File: config.mk
export PLATFORM = sky130hd
export DESIGN_NAME = sensor_fifo_mode_control
export DESIGN_NICKNAME = d
export VERILOG_FILES = /design/src/hdl/sensor_fifo_pkg.sv /design/src/hdl/sensor_fifo_mode_control.sv
export VERILOG_INCLUDE_DIRS = /design/src /design/src/hdl
export SDC_FILE = /design/constraint.sdc
export NUM_CORES = 2
export LEC_CHECK = 0
export BUFFER_PORTS_ARGS = -buffer_cell sky130_fd_sc_hd__clkbuf_2
export CAP_MARGIN = 20
export CORE_MARGIN = 2
export CORE_UTILIZATION = 30
export CTS_CLUSTER_DIAMETER = 40
export DETAILED_ROUTE_END_ITERATION = 7
export GPL_TIMING_DRIVEN = 1
export PLACE_DENSITY = 0.47
export RECOVER_POWER = 100
export SLEW_MARGIN = 20
export SYNTH_ARGS = -nofsm -noshare
export SYNTH_HDL_FRONTEND = slang
export SYNTH_SLANG_ARGS = --single-unit
File: constraint.sdc
create_clock -name clk_sys -period 4.6 [get_ports clk_sys]
set_clock_uncertainty 0.2 [all_clocks]
set_input_delay 0.92 -clock clk_sys [delete_from_list [all_inputs] [get_ports clk_sys]]
set_output_delay 0.92 -clock clk_sys [all_outputs]
set_load 0.05 [all_outputs]
File: src/hdl/sensor_fifo_params.svh
// register offsets, field positions, mode codes and sizes of the sensor buffer mode control
`ifndef SENSOR_FIFO_PARAMS_SVH
`define SENSOR_FIFO_PARAMS_SVH
`define OFS_FIRST_CTRL   12'h000
`define OFS_SECOND_CTRL  12'h004
`define OFS_FOURTH_CTRL  12'h008
`define OFS_STATUS_LOW   12'h00C
`define OFS_STATUS_HIGH  12'h010
`define OFS_SAMPLE_IN    12'h014
`define OFS_DATA_OUT     12'h018
`define MODE_BYPASS      3'h0
`define MODE_FIFO        3'h1
`define MODE_CONT_FIFO   3'h3
`define MODE_CONT        3'h6
`define DEPTH_DEFAULT    256
`define FULL_MARGIN      9'h002
`define BIT_COUNT_TOP    8
`define BIT_OVR_LATCH    9
`define BIT_OVR_LIVE     10
`define BIT_FULL         11
`define BIT_THRESH       12
`define BIT_STOP_THRESH  0
`endif

File: src/hdl/sensor_fifo_pkg.sv
// types shared by the sensor buffer mode control
package sensor_fifo_pkg;
    typedef enum logic [1:0] {
        st_idle,
        st_stream,
        st_collect,
        st_stopped
    } fill_state_t;
endpackage

File: src/hdl/sensor_fifo_mode_control.sv
// sensor data buffer with mode control, stored-word count and flags, APB slave
//
// Chosen here: the placing of the registers and the APB slave port.
`timescale 1ns/10ps
`default_nettype none
`include "sensor_fifo_params.svh"

module sensor_fifo_mode_control
    import sensor_fifo_pkg::*;
#(
    parameter int DEPTH = `DEPTH_DEFAULT,
    parameter int WIDTH = 16
) (
    // clock and reset
    input  wire logic        clk_sys,
    input  wire logic        rst,
    // apb slave
    input  wire logic        psel,
    input  wire logic        penable,
    input  wire logic        pwrite,
    input  wire logic [11:0] paddr,
    input  wire logic [31:0] pwdata,
    output logic      [31:0] prdata,
    output logic             pready,
    output logic             pslverr,
    // sensor samples and routed event pin
    input  wire logic        sample_valid,
    input  wire logic [WIDTH-1:0] sample_data,
    input  wire logic        event_line
);
    localparam int AW = $clog2(DEPTH);
    localparam logic [8:0] DEPTH_W = 9'(DEPTH);

    logic [WIDTH-1:0] mem [DEPTH];
    logic [AW-1:0]    wr_ptr;
    logic [AW-1:0]    rd_ptr;
    logic [8:0]       stored_word_count;
    logic [7:0]       threshold_value;
    logic             stop_at_threshold;
    logic [2:0]       mode_sel;
    logic             live_overrun_flag;
    logic             latched_overrun_flag;
    logic             full_flag;
    logic             ev_meta;
    logic             ev_sync;
    logic             ev_prev;
    logic             triggered;
    fill_state_t      state;

    // decoded bus strobes and buffer control terms
    logic       acc;
    logic       wr_en;
    logic       rd_en;
    logic       sel_known;
    logic       pop;
    logic       push_ok;
    logic       store;
    logic       overwrite;
    logic [8:0] limit;
    logic       at_limit;
    logic       full_next;
    logic       trig_edge;
    logic [8:0] next_count;
    logic       pop_block;

    // read-side words
    logic [31:0] status_high;
    logic [31:0] read_word;

    // address decode used by the error path only; the read multiplexer decodes on its own
    function automatic logic known_addr(input logic [11:0] a);
        return a == `OFS_FIRST_CTRL || a == `OFS_SECOND_CTRL || a == `OFS_FOURTH_CTRL
            || a == `OFS_STATUS_LOW || a == `OFS_STATUS_HIGH || a == `OFS_SAMPLE_IN
            || a == `OFS_DATA_OUT;
    endfunction

    // pointer step that wraps at the effective size; shared by write and read pointers
    function automatic logic [AW-1:0] wrap_inc(input logic [AW-1:0] p, input logic [8:0] size);
        if (p == AW'(size - 9'h001)) begin
            return '0;
        end
        return p + AW'(1);
    endfunction

    assign acc       = psel && penable && pready;
    assign wr_en     = acc && pwrite;
    assign rd_en     = acc && !pwrite;
    assign sel_known = known_addr(paddr);

    // effective size: threshold when limited, else full depth
    assign limit     = stop_at_threshold ? {1'b0, threshold_value} : DEPTH_W;
    assign at_limit  = stored_word_count >= limit;
    // the flag must lead the filling write by one, so it looks two words past the level
    assign full_next = (stored_word_count + `FULL_MARGIN) >= limit;
    assign trig_edge = ev_sync && !ev_prev;
    // a data-out read pops only a stored word, never in bypass
    assign pop_block = (mode_sel == `MODE_BYPASS);
    assign pop       = rd_en && paddr == `OFS_DATA_OUT && stored_word_count != 9'h000
                       && !pop_block;

    // a sample is stored, overwriting the oldest when in streaming at the limit
    assign push_ok   = sample_valid && (state == st_stream || state == st_collect);
    assign overwrite = push_ok && state == st_stream && at_limit && !pop;
    assign store     = push_ok && (!at_limit || overwrite || pop);

    // two-flop synchroniser and edge memory for the routed event pin
    always_ff @(posedge clk_sys) begin
        if (rst) begin
            ev_meta <= 1'b0;
            ev_sync <= 1'b0;
            ev_prev <= 1'b0;
        end else begin
            ev_meta <= event_line;
            ev_sync <= ev_meta;
            ev_prev <= ev_sync;
        end
    end

    // control registers written by software
    always_ff @(posedge clk_sys) begin
        if (rst) begin
            threshold_value   <= 8'h00;
            stop_at_threshold <= 1'b0;
            mode_sel          <= `MODE_BYPASS;
        end else if (wr_en) begin
            if (paddr == `OFS_FIRST_CTRL) begin
                threshold_value <= pwdata[7:0];
            end
            if (paddr == `OFS_SECOND_CTRL) begin
                stop_at_threshold <= pwdata[`BIT_STOP_THRESH];
            end
            if (paddr == `OFS_FOURTH_CTRL) begin
                mode_sel <= pwdata[2:0];
            end
        end
    end

    // fill state: which behaviour the selected mode currently asks for
    always_ff @(posedge clk_sys) begin
        if (rst) begin
            state     <= st_idle;
            triggered <= 1'b0;
        end else begin
            unique case (mode_sel)
                `MODE_FIFO: begin
                    triggered <= 1'b0;
                    if (state == st_idle) begin
                        state <= st_collect;
                    end else if (state == st_collect && at_limit && !pop) begin
                        state <= st_stopped;
                    end
                end
                `MODE_CONT: begin
                    triggered <= 1'b0;
                    state     <= st_stream;
                end
                `MODE_CONT_FIFO: begin
                    if (state == st_idle) begin
                        state <= st_stream;
                    end else if (state == st_stream && trig_edge && !triggered) begin
                        triggered <= 1'b1;
                        state     <= at_limit ? st_stopped : st_collect;
                    end else if (state == st_collect && at_limit && !pop) begin
                        state <= st_stopped;
                    end
                end
                default: begin
                    triggered <= 1'b0;
                    state     <= st_idle;
                end
            endcase
        end
    end

    // stored-word count
    always_comb begin
        next_count = stored_word_count;
        if (store && !overwrite && !pop) begin
            next_count = stored_word_count + 9'h001;
        end else if (pop && !store) begin
            next_count = stored_word_count - 9'h001;
        end
    end

    // storage pointers and count; bypass clears everything
    always_ff @(posedge clk_sys) begin
        if (rst || mode_sel == `MODE_BYPASS) begin
            wr_ptr            <= '0;
            rd_ptr            <= '0;
            stored_word_count <= 9'h000;
        end else begin
            stored_word_count <= next_count;
            if (store) begin
                wr_ptr <= wrap_inc(wr_ptr, limit);
            end
            if (pop || overwrite) begin
                rd_ptr <= wrap_inc(rd_ptr, limit);
            end
        end
    end

    // sample array
    always_ff @(posedge clk_sys) begin
        if (store) begin
            mem[wr_ptr] <= sample_data;
        end
    end

    // full flag: raised one write ahead of the limit, dropped when a word is popped with no sample stored in the same cycle
    always_ff @(posedge clk_sys) begin
        if (rst || mode_sel == `MODE_BYPASS) begin
            full_flag <= 1'b0;
        end else if (store) begin
            full_flag <= full_next || overwrite;
        end else if (pop) begin
            full_flag <= 1'b0;
        end
    end

    // live overrun flag: follows overwrites; a set beats a pop in the same cycle
    always_ff @(posedge clk_sys) begin
        if (rst || mode_sel == `MODE_BYPASS) begin
            live_overrun_flag <= 1'b0;
        end else begin
            live_overrun_flag <= overwrite || (live_overrun_flag && !pop);
        end
    end

    // latched overrun flag: held until the high status word is read; a set wins
    always_ff @(posedge clk_sys) begin
        if (rst || mode_sel == `MODE_BYPASS) begin
            latched_overrun_flag <= 1'b0;
        end else if (overwrite) begin
            latched_overrun_flag <= 1'b1;
        end else if (rd_en && paddr == `OFS_STATUS_HIGH) begin
            latched_overrun_flag <= 1'b0;
        end
    end

    // status word: level and flags at their field positions
    always_comb begin
        status_high                 = 32'h0000_0000;
        status_high[`BIT_COUNT_TOP] = (stored_word_count >= DEPTH_W);
        status_high[`BIT_OVR_LATCH] = latched_overrun_flag;
        status_high[`BIT_OVR_LIVE]  = live_overrun_flag;
        status_high[`BIT_FULL]      = full_flag;
        status_high[`BIT_THRESH]    = ({1'b0, threshold_value} <= stored_word_count);
    end

    // read multiplexer; the chosen word is captured during the setup cycle
    always_comb begin
        read_word = 32'h0000_0000;
        unique case (paddr)
            `OFS_FIRST_CTRL:  read_word[7:0] = threshold_value;
            `OFS_SECOND_CTRL: read_word[`BIT_STOP_THRESH] = stop_at_threshold;
            `OFS_FOURTH_CTRL: read_word[2:0] = mode_sel;
            `OFS_STATUS_LOW:  read_word[7:0] = stored_word_count[7:0];
            `OFS_STATUS_HIGH: read_word = status_high;
            `OFS_DATA_OUT:    read_word[WIDTH-1:0] = mem[rd_ptr];
            default:          read_word = 32'h0000_0000;
        endcase
    end

    // apb handshake: no wait states; unmapped offsets answer with an error
    always_ff @(posedge clk_sys) begin
        if (rst) begin
            pready  <= 1'b0;
            pslverr <= 1'b0;
        end else begin
            pready  <= psel && !penable;
            pslverr <= psel && !penable && !sel_known;
        end
    end

    // read data: captured in the setup cycle so it stands through the access cycle
    always_ff @(posedge clk_sys) begin
        if (rst) begin
            prdata <= 32'h0000_0000;
        end else if (psel && !penable && !pwrite) begin
            prdata <= read_word;
        end else begin
            prdata <= 32'h0000_0000;
        end
    end
endmodule
`default_nettype wire

==> metrics <==
status=finished with violations; failing checks=max-capacitance violations, max-slew violations; setup slack, reg-to-reg=0.06 ns; Fillers=48859; Area Overhead vs Synth=21.3%; final hold vios=0; CP Buf/Inv Count=5; die area=0.542 sq mm; multiplexer share of the synthesized area=15.4%; CORE AREA=0.533 sq mm; met3 wire length=38400 um; Worst EP required=5.29 ns; ys async rst share=0%; clk slew on worst S/H paths=roughly 0.06 ns; Die Span Y=~740 um; critical path class=reg -> reg; largest net degree at the start of global routing=153; Total GRT Usage=18.2%; largest family of logic cells by synthesized area=multiplexers; vias=82483; first-pass GRT wire length=691000 um; min Tclk post-route=4.54 ns; Nets=8606; io pins=~100; drt first pass iters=5; synth unique cells=76; setup TNS=0 ns; max layer used=met5; Vias per Instance=5.15; synth cell count leaders=edfxtp_1, mux4_2, nor2_1; Pwr Density=457 mW/mm^2; Crit path top cell by count=buf_4; Cells after Synth=7352; Max Slew Vio Count=2338; Worst-Margin Slew=4.49 ns; Routed WL per cell=31.5 um; adder-cell share of the synthesized area=0.353%; global placement routability congestion=0.843; CP Max Fanout=41; most frequent cell after synthesis=edfxtp_1; post-route ant nets=0; setup violators final=0; share of the synthesized area in the top cell type=between 70% and 80%; aggregate global routing overflow=0; simple logic cell fraction of the synthesized area=about 2.2%; Cell Area, Synth=0.161 sq mm; Min-Delay Path Class=in -> reg; hold path endpoint=pslverr; Compound-Gate Fraction of Synth Area=3.01%; largest stage delay on the critical path=0.63 ns; CTS root buffer=clkbuf_16; DRT met1 WL=214000 um; hold path cells=3; row cnt=268; initial drt markers=roughly 10000; DRC=0; Initial Util=30.2%; clock sinks=4168; drt total wl=around 510000 um; clk_lat worst skew=1.07 ns; Top FF cell, synth=edfxtp_1; XOR/XNOR Fraction of Synth Area=0.267%; Post-synth EDFFs=approximately 4100; cell family with the largest share of critical-path delay=buffers and inverters; leading area contributor after synthesis=edfxtp_1; sequence of cells on the critical path=buf_8 > buf_12 > mux4_2 > mux2i_1 > buf_4 > nor3_1 > nor4_1 > buf_4 > nand3_1 > nand4_1 > buf_4 > o21ai_0; worst r2r dst=prdata[3]; Hold Path Origin=paddr[4]; Synth Register Bits=4168; fmax=0.220 GHz; WP data arrival=approximately 5.2 ns; CP startpoint kind=flop; post-synthesis sequential area ratio=77.4%; Slew HR=-199%; period utilization=98.7%; top cells by area, synth=edfxtp_1, mux4_2, mux2i_1; PortBufs=60; CTS max path bufs=4; die outline width=736 um; vias in the first global route=roughly 84000; met2 WL=238000 um; Synth warnings=0; maximum VDD drop=between 300 and 400 uV; TritonCTS clock tree=built; H-Tree Level Count=6; crit end category=flop; dpl hpwl=about 330000 um; layout cells sized above 1=31.8%; initial antenna violation count=57; worst reg2reg path depth=12; Mean Syn Cell Area=21.9 sq um; cts bufs inserted=589; leak pwr=60.2 nW; Slowest-stage cell, CP=dfxtp_4; max-cap violations=33; Total Power=0.0890 W
## where the power goes
group          internal, W  switching, W
sequential          0.0418   0.000000979
combinational    0.0000597      0.000805
clock               0.0285        0.0179
## tightest hold or removal path: cells and delay by family
family,cells,cell delay [ns]
buffers and inverters,1,0.17
AND/OR/NAND/NOR,1,0.09
AO/OA/AOI/OAI,1,0.10
## registers in the layout (all words and copies together) (netlist names), named ones only
| signal | count |
|---|---|
| mem | 4096 |
| prdata | 16 |
| stored_word_count | 9 |
| rd_ptr | 8 |
| threshold_value | 8 |
| wr_ptr | 8 |
| mode_sel | 3 |
| state | 2 |
| ev_meta | 1 |
| ev_prev | 1 |
| ev_sync | 1 |
| full_flag | 1 |
| latched_overrun_flag | 1 |
| live_overrun_flag | 1 |
| pready | 1 |
| pslverr | 1 |
| stop_at_threshold | 1 |
| triggered | 1 |
## cells in the final DEF, fill, tap and decap left out, types with 17 or more instances in the layout
cell / count
a22o_1: 54
a211oi_1: 33
nand2_1: 127
mux2i_1: 183
o22ai_1: 55
clkinvlp_4: 58
a21oi_1: 133
clkbuf_2: 283
clkinv_8: 18
nor3_1: 43
a22oi_1: 164
nand3_1: 64
nor2_1: 346
nor2b_1: 21
a221oi_1: 66
inv_1: 20
xnor2_1: 23
o221ai_1: 24
mux4_2: 1016
clkinv_2: 68
buf_2: 39
clkinv_1: 60
nor4_1: 23
inv_6: 61
bufinv_16: 76
o21ai_0: 67
ha_1: 43
dfxtp_1: 64
clkinv_4: 44
buf_12: 81
diode_2: 19
buf_4: 335
edfxtp_1: 4096
clkbuf_1: 203
xor2_1: 26
clkbuf_4: 81
clkinv_16: 17
clkbuf_16: 595
## layout make-up
type	count	area (sq um)	area share (%)
clock buffer	662	15200	7.78
antenna	19	47.5	0.0244
multi-input combinational	2740	34100	17.5
clock inverter	419	5280	2.71
inverter	21	81.3	0.0417
timing repair buffer	975	7060	3.62
tap	7020	8780	4.50
sequential	4168	124000	63.8
## through the flow
| step | worst slack [ns] | utilization [%] | cell area [sq um] | cells | hold slack (ns) |
|---|---|---|---|---|---|
| final | 0.0607 | 36.6 | 195000 | 16024 | 0.0973 |
| after detailed placement | -0.274 | 33.4 | 178000 | 14907 | 0.243 |
| after global routing | -0.00208 | 36.6 | 195000 | 16010 | 0.0970 |
| after global placement | -0.514 | 33.4 | 178000 | 14907 | 0.245 |
| after CTS | 0.120 | 37.3 | 199000 | 16004 | 0.00280 |
| after floorplan | 0.0938 | - | 161000 | 7367 | 0.214 |
## repair_timing
item	4_1_cts	5_1_grt
endpoints found under the setup margin	5	3
hold buffers	12	0
gates resized for setup	4	3
setup buffers	4	0
hold endpoints to repair	19	0
## metal layers
metal  up-vias  track usage, %
met4        18            5.03
met2      3389            29.2
met1     44741            25.6
met5         -               0
li1      33639               -
met3       696            3.27
## kinds of logic (layout without fill, tap and decap cells)
family | after synthesis | in the layout
XOR/XNOR | 49 | 49
flip-flops | 4168 | 4168
multiplexers | 1205 | 1205
adder cells (fa/ha/maj) | 45 | 45
AND/OR/NAND/NOR | 737 | 737
other | 1 | 35
AO/OA/AOI/OAI | 688 | 688
buffers and inverters | 459 | 2077
## worst max path at each step
stage,to,slack (ns),depth (start not counted)
final,prdata[3],0.06,12
after CTS,prdata[1],0.12,11
after global routing,prdata[12],-0.002,11
after floorplan,stored_word_count[8],0.09,16
after global placement,prdata[4],-0.51,12
after detailed placement,prdata[2],-0.27,11
(Power assumes the default switching activity.)
